### src/inc/rtcd_pkg.sv
package rtcd_pkg;

  // Bus geometry
  localparam int ADDR_W = 12;
  localparam int DATA_W = 32;
  localparam int REG_W = 16;

  // Register byte offsets
  localparam logic [11:0] YEAR_VALUE_OFFSET = 12'h000;
  localparam logic [11:0] MONTH_AND_DAY_VALUE_OFFSET = 12'h004;
  localparam logic [11:0] DATE_CTRL_OFFSET = 12'h008;

  // Digit widths
  localparam int DIGIT_W = 4;
  localparam int DAY_TENS_W = 2;

  // Year register fields
  localparam int YEAR_TENS_LSB = 4;
  localparam int YEAR_ONES_LSB = 0;
  localparam int YEAR_IMPL_MSB = 7;

  // Month/day register fields
  localparam int MONTH_TENS_BIT = 12;
  localparam int MONTH_ONES_LSB = 8;
  localparam int DAY_TENS_LSB = 4;
  localparam int DAY_ONES_LSB = 0;
  localparam int MONTH_AND_DAY_VALUE_IMPL_MSB = 12;
  localparam int MONTH_AND_DAY_VALUE_GAP_MSB = 7;
  localparam int MONTH_AND_DAY_VALUE_GAP_LSB = 6;

  // Implemented-bit masks
  localparam logic [15:0] YEAR_VALUE_MASK = 16'h00ff;
  localparam logic [15:0] MONTH_AND_DAY_MASK = 16'h1f3f;

  // Control register fields and reset values
  localparam int CTRL_W = 2;
  localparam int CTRL_WREN_BIT = 0;
  localparam int CTRL_DROP_BIT = 1;
  localparam logic CTRL_WREN_RESET = 1'b0;
  localparam logic CTRL_DROP_RESET = 1'b0;

  typedef enum logic [1:0] {
    SEL_NONE = 2'b00,
    SEL_YEAR = 2'b01,
    SEL_MONTH_AND_DAY_VALUE = 2'b10,
    SEL_CTRL = 2'b11
  } rtcd_sel_t;

  function automatic rtcd_sel_t rtcd_decode(input logic [11:0] addr);
    rtcd_sel_t sel;
    sel = SEL_NONE;
    if (addr == YEAR_VALUE_OFFSET) begin
      sel = SEL_YEAR;
    end else if (addr == MONTH_AND_DAY_VALUE_OFFSET) begin
      sel = SEL_MONTH_AND_DAY_VALUE;
    end else if (addr == DATE_CTRL_OFFSET) begin
      sel = SEL_CTRL;
    end
    return sel;
  endfunction : rtcd_decode

endpackage : rtcd_pkg

### src/rtl/rtcd_ctrl_reg.sv
`timescale 1ns/1ps
`default_nettype none

module rtcd_ctrl_reg
  import rtcd_pkg::*;
(
  input wire logic sys_clk, // System clock
  input wire logic rstn, // Synchronous reset, active low
  input wire logic clk_en, // Freezes state when low
  input wire logic ctrl_write, // Accepted write to control
  input wire logic [1:0] ctrl_wdata, // Control write data
  input wire logic date_write_refused, // Date write discarded
  output logic write_enable, // Calendar write enable
  output logic write_dropped // Sticky discarded-write flag
);

  typedef struct packed {
    logic wren;
    logic dropped;
  } rtcd_ctrl_state_t;

  rtcd_ctrl_state_t st_reg;
  rtcd_ctrl_state_t st_next;

  always_comb begin
    st_next = st_reg;
    if (ctrl_write) begin
      st_next.wren = ctrl_wdata[CTRL_WREN_BIT];
      if (ctrl_wdata[CTRL_DROP_BIT]) begin
        st_next.dropped = 1'b0;
      end
    end
    // Set beats clear
    if (date_write_refused) begin
      st_next.dropped = 1'b1;
    end
  end

  always_ff @(posedge sys_clk) begin
    if (!rstn) begin
      st_reg.wren <= CTRL_WREN_RESET;
      st_reg.dropped <= CTRL_DROP_RESET;
    end else if (clk_en) begin
      st_reg <= st_next;
    end
  end

  assign write_enable = st_reg.wren;
  assign write_dropped = st_reg.dropped;

endmodule : rtcd_ctrl_reg

`default_nettype wire

### src/rtl/rtcd_date_regs.sv
`timescale 1ns/1ps
`default_nettype none

module rtcd_date_regs
  import rtcd_pkg::*;
(
  input wire logic sys_clk, // System clock, 200 MHz
  input wire logic rstn, // Synchronous reset, active low
  input wire logic clk_en, // Freezes all state when low
  input wire logic psel, // APB select
  input wire logic penable, // APB enable
  input wire logic pwrite, // APB direction, high for write
  input wire logic [11:0] paddr, // APB byte address
  input wire logic [31:0] pwdata, // APB write data
  output logic [31:0] prdata, // APB read data
  output logic pready, // APB ready
  output logic pslverr, // APB error, unmapped address
  output logic [3:0] year_tens_digit, // Year tens digit
  output logic [3:0] year_ones_digit, // Year ones digit
  output logic month_tens_digit, // Month tens digit
  output logic [3:0] month_ones_digit, // Month ones digit
  output logic [1:0] day_tens_digit, // Day tens digit
  output logic [3:0] day_ones_digit, // Day ones digit
  output logic calendar_write_enable // Date write enable state
);

  typedef struct packed {
    logic rd_valid;
    logic [31:0] rdata;
    logic year_seen;
    logic month_and_day_value_seen;
  } rtcd_top_state_t;

  rtcd_top_state_t st_reg;
  rtcd_top_state_t st_next;

  rtcd_sel_t sel;
  logic access_done;
  logic wr_ok;
  logic year_wr;
  logic month_and_day_value_wr;
  logic ctrl_wr;
  logic date_refused;
  logic write_dropped;
  logic [15:0] year_q;
  logic [15:0] month_and_day_value_q;
  logic [31:0] read_mux;

  assign sel = rtcd_decode(paddr);

  // Ready once read data has been captured for this transfer
  assign pready = psel & penable & st_reg.rd_valid & clk_en;
  assign pslverr = pready & (sel == SEL_NONE);
  assign access_done = pready;
  assign wr_ok = access_done & pwrite;

  // Date writes gated by the write enable
  assign year_wr = wr_ok & (sel == SEL_YEAR) & calendar_write_enable;
  assign month_and_day_value_wr = wr_ok & (sel == SEL_MONTH_AND_DAY_VALUE) & calendar_write_enable;
  assign ctrl_wr = wr_ok & (sel == SEL_CTRL);
  assign date_refused = wr_ok & ((sel == SEL_YEAR) | (sel == SEL_MONTH_AND_DAY_VALUE))
    & ~calendar_write_enable;

  rtcd_field_reg #(
    .MASK(YEAR_VALUE_MASK)
  ) u_year (
    .sys_clk(sys_clk),
    .clk_en(clk_en),
    .load(year_wr),
    .load_data(pwdata[15:0]),
    .value(year_q)
  );

  rtcd_field_reg #(
    .MASK(MONTH_AND_DAY_MASK)
  ) u_month_and_day_value (
    .sys_clk(sys_clk),
    .clk_en(clk_en),
    .load(month_and_day_value_wr),
    .load_data(pwdata[15:0]),
    .value(month_and_day_value_q)
  );

  rtcd_ctrl_reg u_ctrl (
    .sys_clk(sys_clk),
    .rstn(rstn),
    .clk_en(clk_en),
    .ctrl_write(ctrl_wr),
    .ctrl_wdata(pwdata[CTRL_W-1:0]),
    .date_write_refused(date_refused),
    .write_enable(calendar_write_enable),
    .write_dropped(write_dropped)
  );

  // Digit fields
  assign year_tens_digit = year_q[YEAR_TENS_LSB +: DIGIT_W];
  assign year_ones_digit = year_q[YEAR_ONES_LSB +: DIGIT_W];
  assign month_tens_digit = month_and_day_value_q[MONTH_TENS_BIT];
  assign month_ones_digit = month_and_day_value_q[MONTH_ONES_LSB +: DIGIT_W];
  assign day_tens_digit = month_and_day_value_q[DAY_TENS_LSB +: DAY_TENS_W];
  assign day_ones_digit = month_and_day_value_q[DAY_ONES_LSB +: DIGIT_W];

  // Read data, upper bits zero
  always_comb begin
    read_mux = 32'h0000_0000;
    unique case (sel)
      SEL_YEAR: read_mux = {16'h0000, year_q};
      SEL_MONTH_AND_DAY_VALUE: read_mux = {16'h0000, month_and_day_value_q};
      SEL_CTRL: read_mux = {30'h0000_0000, write_dropped, calendar_write_enable};
      SEL_NONE: read_mux = 32'h0000_0000;
    endcase
  end

  always_comb begin
    st_next = st_reg;
    // Capture read data once per transfer
    if (psel && !st_reg.rd_valid) begin
      st_next.rd_valid = 1'b1;
      st_next.rdata = read_mux;
    end
    if (access_done) begin
      st_next.rd_valid = 1'b0;
    end
    if (year_wr) begin
      st_next.year_seen = 1'b1;
    end
    if (month_and_day_value_wr) begin
      st_next.month_and_day_value_seen = 1'b1;
    end
  end

  always_ff @(posedge sys_clk) begin
    if (!rstn) begin
      st_reg <= '0;
    end else if (clk_en) begin
      st_reg <= st_next;
    end
  end

  assign prdata = st_reg.rdata;
endmodule : rtcd_date_regs

`default_nettype wire

### src/rtl/rtcd_field_reg.sv
`timescale 1ns/1ps
`default_nettype none

module rtcd_field_reg
  import rtcd_pkg::*;
#(
  parameter logic [15:0] MASK = 16'hffff
) (
  input wire logic sys_clk, // System clock
  input wire logic clk_en, // Freezes state when low
  input wire logic load, // Accepted write
  input wire logic [15:0] load_data, // Write data
  output logic [15:0] value // Stored bits, unused ones zero
);

  typedef struct packed {
    logic [15:0] value;
  } rtcd_field_state_t;

  rtcd_field_state_t st_reg;
  rtcd_field_state_t st_next;

  // No reset: contents stay undefined until software writes
  always_comb begin
    st_next = st_reg;
    if (load) begin
      st_next.value = load_data & MASK;
    end
  end

  always_ff @(posedge sys_clk) begin
    if (clk_en) begin
      st_reg <= st_next;
    end
  end

  assign value = st_reg.value & MASK;

endmodule : rtcd_field_reg

`default_nettype wire

### config.mk
export PLATFORM = sky130hd
export DESIGN_NAME = rtcd_date_regs
export DESIGN_NICKNAME = d
export VERILOG_FILES = /design/src/inc/rtcd_pkg.sv /design/src/rtl/rtcd_ctrl_reg.sv /design/src/rtl/rtcd_date_regs.sv /design/src/rtl/rtcd_field_reg.sv
export SDC_FILE = /design/constraint.sdc
export NUM_CORES = 1
export LEC_CHECK = 0
export ABC_AREA = 1
export BUFFER_PORTS_ARGS = -buffer_cell sky130_fd_sc_hd__clkbuf_2
export CAP_MARGIN = 10
export CORE_MARGIN = 5
export CORE_UTILIZATION = 47
export DETAILED_ROUTE_END_ITERATION = 10
export GPL_TIMING_DRIVEN = 0
export PLACE_DENSITY = 0.85
export SKIP_LAST_GASP = 1
export SYNTH_ARGS = -nofsm -noshare
export SYNTH_HDL_FRONTEND = slang
export SYNTH_SLANG_ARGS = --single-unit
export TNS_END_PERCENT = 30
### constraint.sdc
create_clock -name sys_clk -period 4 [get_ports sys_clk]
set_input_delay 0.4 -clock sys_clk [delete_from_list [all_inputs] [get_ports sys_clk]]
set_output_delay 0.4 -clock sys_clk [all_outputs]
set_load 0.02 [all_outputs]
==> results of run 1 <==
-- cell usage in the layout (no fill, tap or decap), types with 2 or more instances in the layout --
cell type,instances
edfxtp_1,19
a21oi_1,9
clkbuf_8,6
nor3_1,2
o21ai_1,2
clkbuf_2,65
nand2_1,31
ha_1,3
nand3_2,2
conb_1,19
buf_6,2
buf_4,32
nand3_1,21
buf_2,2
nor2_1,18
inv_1,20
dfxtp_1,16
a22o_1,2
-- power by group --
part / switching (uW) / internal [uW] / total (uW)
Clock: 116 / 137 / 254
Sequential: 3.70 / 384 / 388
Combinational: 53.9 / 43.5 / 97.3
Total: 174 / 565 / 739
-- per-layer routing --
layer  track usage [%]  vias up  wire length, um
li1                  -      757                -
met1             17.79      593             1445
met2             24.18       71             1830
met3             4.769        2              382
met4             3.758        0               28
met5                 0        -                0
-- path summary, 6_finish.rpt --
path	startpoint	to	slack, ns	cells past startpoint
max	paddr[0]	u_month_and_day_value.st_reg[5]	1.56	10
min	pwdata[6]	u_year.st_reg[6]	0.30	1
max reg2reg	st_reg[34]	u_year.st_reg[4]	2.01	4
min reg2reg	prdata[11]	prdata[11]	0.47	2
-- worst max-delay path: cells and delay by family --
| family | cells | cell delay (ns) |
|---|---|---|
| AND/OR/NAND/NOR | 5 | 1.28 |
| buffers and inverters | 4 | 0.45 |
| adder cells (fa/ha/maj) | 1 | 0.20 |
-- area by class of cell --
type                       instances  area [um2]
buffer                            36       272.8
timing repair buffer              65       325.3
tap                               48       60.06
multi-input combinational        119       600.6
sequential                        35       890.9
clock inverter                     2       11.26
inverter                          22       83.83
fill                             304        1334
clock buffer                       6       82.58
-- cells by family (layout without fill, tap and decap cells) --
kind of cell    after synthesis  in the layout  share of synthesized area (%)
buf+inv                      58            131                          20.03
fa+ha+maj                     3              3                          2.108
compound gates               15             15                          4.849
other cells                   1             19                         0.2106
flops                        35             35                          50.04
simple gates                 82             82                          22.77
-- per-stage QoR --
step / std cells / hold WS, ns / utilization [%] / setup slack, ns
after floorplan: 212 / 0.4457 / - / 1.711
after global placement: 325 / 0.4528 / 61.00 / 1.355
after detailed placement: 325 / 0.4576 / 61.00 / 1.238
after CTS: 333 / 0.2918 / 63.57 / 1.531
after global routing: 333 / 0.2864 / 63.57 / 1.360
final: 333 / 0.2971 / 63.57 / 1.563
==> results by group, run 1 <==
Outcome
  • Status: finished, final reports clean

Die
  • I/O pin count: 104
  • Die Ht: 71.55 um
  • Die area: 0.005119 mm2
  • Starting Density: 48.63%
  • Floorplan row count: 22
  • Die Width: 71.55 um
  • Core box area: 0.003661 mm2

Setup path
  • Worst setup path class: primary input to flip-flop
  • Largest stage delay, worst path: 0.67 ns
  • Crit path required time: 3.90 ns
  • Crit path DAT: 2.34 ns
  • CP Capture Type: flip-flop
  • Setup crit start kind: primary input
  • CP max-delay cell: nor2_1
  • Critical-path cell list: clkbuf_2 -> inv_1 -> nand2_1 -> nor3_1 -> nand3_1 -> inv_1 -> ha_1 -> buf_2 -> nand2_1 -> nor2_1
  • Maximum fanout along the worst path: 11

Synthesis
  • Seq cells post-synth: 35
  • Synth area leaders: edfxtp_1 32%, dfxtp_1 18%, buf_4 13%, nand2_1 6.5%, nand3_1 5.9%
  • Post-synth ARST share: 0%
  • Count leader, synth: buf_4
  • Cell taking the most area after synthesis: edfxtp_1
  • Seq/Total Area, Yosys: 50.04%
  • Share of the synthesized area in the top cell type: 32.04%
  • Mapped Cells: 194
  • Most used flip-flop cell after synthesis: edfxtp_1
  • Ys Warns: 0
  • Most common library cells after synthesis: 32 x buf_4, 31 x nand2_1, 21 x nand3_1
  • Number of distinct library cells after synthesis: 28
  • Mapped cell area: 0.001780 mm2
  • Syn Area/Cell: 9.178 um2
  • Number of synthesized flops with an enable pin: 19

Placement
  • Cell Area, Placed: 0.002233 mm2
  • Number of buffers added on ports: 65
  • Detailed Place HPWL: 2962 um
  • Routability cong.: 0.8043

Clock network
  • Post-CTS Resized: 0
  • Total CTS buffers: 5
  • # hold bufs at CTS: 0
  • CTS tree: done
  • Clk_lat worst skew: 0.28 ns
  • Post-CTS Setup Bufs: 0
  • H-tree Lvls: 2
  • Clk sink count: 35
  • Clk slew on worst S/H paths: 0.07 ns
  • CTS Buffer Depth: 2
  • Root Driver: clkbuf_8

Final layout
  • Layout cells sized above 1: 42.11%
  • Nets: 337
  • Post-route cell area: 0.002327 mm2
  • # diodes: 0
  • Area grow syn2layout: 30.71%
  • Max FFs per register: 13

Global routing
  • Initial antenna violation count: 0
  • First-pass GRT wire length: 5871 um
  • Total gr overflow: 0
  • GRT Overall Usage: 14.41%
  • Vias in the first global route: 1,297
  • Largest net degree at the start of global routing: 12

STA
  • Fmax: 410.3 MHz
  • Period minus WS final: 2.437 ns
  • Max-slew headroom: 29.86%
  • Post-route setup TNS: 0 ns
  • Final period util: 60.93%
  • Slew of the pin with the lowest slew margin: 1.044 ns
  • RSZ-0062 raised after global routing: no
  • Final setup fails: 0
  • Final hold violations: 0
  • Clk_skew: 0.005484 ns
  • Slew Viols, Final: 0

Routing
  • DRC: 0
  • DR pass1 iterations: 4
  • Via Count: 1,423
  • Final WL: 3686 um
  • Via/cell ratio: 4.273
  • Initial DRC count: 26
  • WL/cell: 11.07 um
  • Post-route ant nets: 0

Pwr
  • Pwr Total: 738.6 uW
  • PwrDens: 317.4 mW/mm2
  • Pleak: 0.001206 uW
  • Worst VDD drop: 0.0003951 V

Flow run
  • Max-cap viol count: 0

Hold path
  • Worst Hold Class: primary input to flip-flop
Power figures use the tool's default switching activity.
==> run 2, diff against run 1 <==
Settings changed: CORE_UTILIZATION 47 to 39, PLACE_DENSITY 0.85 to 0.76.
Clock period 4 ns to 2.2 ns, I/O delays scaled along.
==> run 2 against run 1 <==
Effect of this change: clock power increased by 120%; final cell count grew 1.2%; non-clock buffer count unchanged; first-iteration DRC count increased by 130%; clock-buffer cell count fell by 1; register-to-register slack worse by 1.7 ns; sequential share of layout area down 0.43 points; highest routed layer unchanged; utilization is 9.9 points lower; combinational power increased by 82%.
==> results by group, run 2 (synthesis results as in run 1) <==
Outcome
  • Status: finished, final reports clean

Routing
  • DR WL met2: 1801 um
  • WL/cell: 10.92 um
  • Top sig layer: met4
  • Post-route ant nets: 0
  • Met3 routed WL: 279 um
  • DR pass1 iterations: 4
  • Final WL: 3680 um
  • Wire length on met1: 1543 um
  • Via/cell ratio: 4.157
  • Via Count: 1,401
  • DRC: 0
  • Initial DRC count: 59

Final layout
  • Commonest non-fill, non-tap cells in the layout: 65 x clkbuf_2, 32 x buf_4, 31 x nand2_1
  • Sequential Area: 890.9 um2
  • Fillers: 418
  • # diodes: 0
  • Max FFs per register: 13
  • Nets: 337
  • Area grow syn2layout: 32.19%
  • Layout cells sized above 1: 42.81%
  • Commonest non-fill, non-tap cell in the layout: clkbuf_2
  • Multi-input logic area: 603.1 um2

Pwr
  • Worst VDD drop: 0.0004668 V
  • Net Sw Frac: 22.71%
  • Internal power: 1114 uW
  • Pleak: 0.001219 uW
  • PwrDens: 612.5 mW/mm2
  • Clock power frac: 38.9%
  • Comb pwr share: 12.2%
  • Switching component of the power: 327.4 uW
  • Seq pwr share: 48.9%

STA
  • Fin Hold WS: 0.1143 ns
  • Slew of the pin with the lowest slew margin: 1.019 ns
  • Clk_skew: 0.001956 ns
  • Period minus WS final: 2.011 ns
  • Final period util: 91.43%
  • Final hold violations: 0
  • Slew Viols, Final: 0
  • Final setup fails: 0
  • Max-slew headroom: 31.51%
  • Fmax: 497.2 MHz
  • Post-route setup TNS: 0 ns
  • RSZ-0062 raised after global routing: no

Flow run
  • Max-cap viol count: 0

Setup path
  • Setup crit start kind: primary input
  • Crit path DAT: 1.93 ns
  • Worst setup path class: primary input to flip-flop
  • Maximum fanout along the worst path: 11
  • CP Capture Type: flip-flop
  • Crit path required time: 2.12 ns

Die
  • Core box area: 0.004384 mm2
  • Starting Density: 40.61%
  • Die area: 0.006016 mm2
  • Floorplan row count: 24
  • Die Width: 77.57 um
  • I/O pin count: 104
  • Die Ht: 77.57 um

Global routing
  • Total gr overflow: 0
  • GRT Overall Usage: 12.28%
  • Initial antenna violation count: 0
  • Vias in the first global route: 1,315
  • Largest net degree at the start of global routing: 13
  • First-pass GRT wire length: 5989 um

Clock network
  • Clk slew on worst S/H paths: 0.07 ns
  • CTS Buffer Depth: 2
  • # hold bufs at CTS: 0
  • Root Driver: clkbuf_8
  • H-tree Lvls: 2
  • CTS tree: done
  • Clk sink count: 35
  • Clk_lat worst skew: 0.28 ns
  • Total CTS buffers: 5
  • Post-CTS Setup Bufs: 0

Placement
  • Number of buffers added on ports: 65
  • Routability cong.: 0.8295
  • Detailed Place HPWL: 3050 um

Hold path
  • Worst Hold Class: primary input to flip-flop
[run 2: changes by cell type in the layout (fill, tap and decap cells not counted)]
cell and delta:
bufinv_16 +1, clkbuf_8 -1, clkinv_1 -1, clkinv_2 +1
clkinv_4 +1, clkinvlp_4 -1, nor2_1 -1, nor2_2 +1
[run 2: per-stage QoR]
step           instances  util, %  instance area, um2  total power [uW]  setup slack (ns)
6_report             337    53.68                2354              1441            0.1886
4_1_cts              337    53.68                2354              1461            0.1858
5_1_grt              337    53.68                2354              1511          0.009776
2_1_floorplan        212        -                1848             846.1           0.09081
3_3_place_gp         329    51.06                2238             892.7           -0.3009
3_5_place_dp         329    51.06                2238             895.0           -0.3583
[run 2: worst max-delay path, stage by stage]
cell,delay [ns]
clkbuf_2,0.08
inv_1,0.04
nand2_1,0.13
nor3_1,0.28
nand3_1,0.14
inv_1,0.10
ha_1,0.18
buf_2,0.22
nand2_1,0.09
nor2_2,0.44
[run 2: cell type report]
type | instances | area share [%]
clock buffers | 5 | 2.924
multi-input cells | 119 | 25.62
flip-flops and latches | 35 | 37.85
clock inverters | 3 | 1.861
inverters | 22 | 3.562
repair buffers | 65 | 13.82
well taps | 52 | 2.764
plain buffers | 36 | 11.59
[run 2: routing by layer]
| metal | global-route usage, % | vias to the layer above |
|---|---|---|
| met1 | 14.46 | 588 |
| met4 | 5.155 | 0 |
| met3 | 3.241 | 5 |
| li1 | - | 758 |
| met5 | 0 | - |
| met2 | 21.04 | 50 |
[run 2: what timing repair did]
action                                  CTS  global route
endpoints found under the hold margin     0             0
endpoints found under the setup margin   11             0
gates resized for setup                   1             0
[run 2: power groups by stage]
stage / logic, uW / registers [uW] / clock network [uW]
6_report: 177 / 705 / 560
3_5_place_dp: 176 / 720 / 0
5_1_grt: 195 / 706 / 610
4_1_cts: 176 / 705 / 580
2_1_floorplan: 128 / 718 / 0
3_3_place_gp: 174 / 719 / 0
[run 2: path summary, 6_finish.rpt]
| path | cells after the start | slack, ns | end | start |
|---|---|---|---|---|
| setup reg to reg | 4 | 0.26 | u_year.st_reg[0] | st_reg[34] |
| hold / removal | 1 | 0.11 | u_month_and_day_value.st_reg[9] | pwdata[9] |
| setup / recovery | 10 | 0.19 | u_month_and_day_value.st_reg[2] | paddr[0] |
| hold reg to reg | 2 | 0.47 | prdata[11] | prdata[11] |
==> run 3, diff against run 2 <==
Settings changed: CORE_UTILIZATION 39 to 43, PLACE_DENSITY 0.76 to 0.79.
Clock period 2.2 ns to 2.1 ns, I/O delays scaled along.
==> run 3 against run 2 <==
Effect of this change: critical path depth fell by 6; clock power down 18%; first-iteration DRC count fell by 46%; sequential cell count did not move.
==> results by group, run 3 (synthesis results as in run 1) <==
Setup path
  • Maximum fanout along the worst path: 8
  • Crit path DAT: 1.86 ns
  • Worst setup path class: flip-flop to flip-flop
  • Setup crit start kind: flip-flop
  • CP Capture Type: flip-flop
  • Crit path required time: 2.00 ns

Global routing
  • First-pass GRT wire length: 5457 um
  • Initial antenna violation count: 0
  • Vias in the first global route: 1,229
  • Largest net degree at the start of global routing: 12
  • Total gr overflow: 0
  • GRT Overall Usage: 13.22%

STA
  • Final setup fails: 0
  • Slew Viols, Final: 0
  • Slew of the pin with the lowest slew margin: 1.047 ns
  • Period minus WS final: 1.958 ns
  • Clk_skew: 0.007414 ns
  • Fmax: 510.8 MHz
  • Max-slew headroom: 29.65%
  • Final period util: 93.22%
  • Final hold violations: 0
  • RSZ-0062 raised after global routing: no
  • PnR worst setup slack: 0.1425 ns

Routing
  • Initial DRC count: 32
  • Post-route ant nets: 0
  • DR pass1 iterations: 4
  • Final WL: 3665 um
  • DRC: 0
  • Via Count: 1,407
  • WL/cell: 10.94 um
  • Via/cell ratio: 4.200

Die
  • Die Width: 74.35 um
  • Die Ht: 74.35 um
  • Die area: 0.005527 mm2
  • Core box area: 0.004000 mm2
  • I/O pin count: 104
  • Starting Density: 44.51%
  • Floorplan row count: 23

Placement
  • Dpl ws: -0.5026 ns
  • Routability cong.: 0.7846
  • Number of buffers added on ports: 65
  • Detailed Place HPWL: 3029 um

Clock network
  • Clk_lat worst skew: 0.28 ns
  • Clk sink count: 35
  • CTS Buffer Depth: 2
  • H-tree Lvls: 2
  • Root Driver: clkbuf_8
  • Total CTS buffers: 5
  • CTS tree: done
  • Clk slew on worst S/H paths: 0.07 ns

Pwr
  • PwrDens: 594.1 mW/mm2
  • Pleak: 0.001202 uW
  • Worst VDD drop: 0.0004941 V
  • Pwr Total: 1383 uW

Final layout
  • Fillers: 374
  • Commonest non-fill, non-tap cell in the layout: clkbuf_2
  • Layout cells sized above 1: 42.46%
  • # diodes: 0
  • Commonest non-fill, non-tap cells in the layout: 65 x clkbuf_2, 32 x buf_4, 31 x nand2_1
  • Nets: 337
  • Max FFs per register: 13
  • Area grow syn2layout: 30.78%

Outcome
  • Status: finished, final reports clean

Hold path
  • Worst Hold Class: primary input to flip-flop

Flow run
  • Max-cap viol count: 0
==> run 3: cell count changes in the layout (fill, tap and decap cells not counted) <==
cell        delta
bufinv_16      -1
clkbuf_1       +1
clkinv_4       -1
clkinvlp_4     +1
nor2_2         -1
nor2_4         +1
==> run 3: critical path, stage by stage (launching register included) <==
cell     delay, ns
dfxtp_1       0.41
nand3_1       0.11
nor2_2        0.13
nand2_2       0.09
nor3_1        0.84
==> run 3: through the flow <==
step	instance area [um2]	hold slack (ns)	util (%)	cells	setup TNS, ns
3_5_place_dp	2236	0.3886	55.90	327	-5.527
2_1_floorplan	1848	0.3089	-	212	0
6_report	2328	0.09924	58.21	335	0
5_1_grt	2328	0.08352	58.21	335	0
4_1_cts	2323	0.08986	58.09	335	0
3_3_place_gp	2236	0.3873	55.90	327	-4.404
==> run 3: layout make-up <==
cell class / instances / area (um2) / share of cell area, %
inverters: 22 / 83.83 / 3.600
clock inverters: 2 / 12.51 / 0.5373
well taps: 50 / 62.56 / 2.687
flip-flops and latches: 35 / 890.9 / 38.26
plain buffers: 36 / 272.8 / 11.71
repair buffers: 65 / 325.3 / 13.97
clock buffers: 6 / 72.57 / 3.117
multi-input cells: 119 / 608.1 / 26.12
==> run 3: timing repair <==
item | in CTS | in global routing
hold endpoints to repair | 0 | 0
hold buffers | 0 | 0
setup endpoints to repair | 11 | 11
setup buffers | 0 | 0
gates cloned | 0 | 0
gates resized for setup | 1 | 1
==> run 3: final timing paths <==
| check | from | endpoint | slack [ns] | depth (start not counted) |
|---|---|---|---|---|
| hold reg to reg | prdata[10] | prdata[10] | 0.47 | 2 |
| setup / recovery | st_reg[34] | u_year.st_reg[2] | 0.14 | 4 |
| setup reg to reg | st_reg[34] | u_year.st_reg[2] | 0.14 | 4 |
| hold / removal | pwdata[9] | u_month_and_day_value.st_reg[9] | 0.1 | 1 |
==> run 3: report_power, final <==
part / total [uW] / switching [uW] / internal [uW]
Sequential: 738 / 6.78 / 732
Combinational: 185 / 102 / 82.8
Clock: 460 / 229 / 231
==> run 3: routing by layer <==
layer | GRT usage, % | wire length (um) | part of all wire [%] | vias to the layer above
met2 | 21.26 | 1755 | 48 | 54
li1 | - | - | - | 750
met3 | 5.000 | 372 | 10 | 8
met4 | 6.522 | 87 | 2.4 | 0
met5 | 0 | 0 | 0 | -
met1 | 15.53 | 1449 | 40 | 595
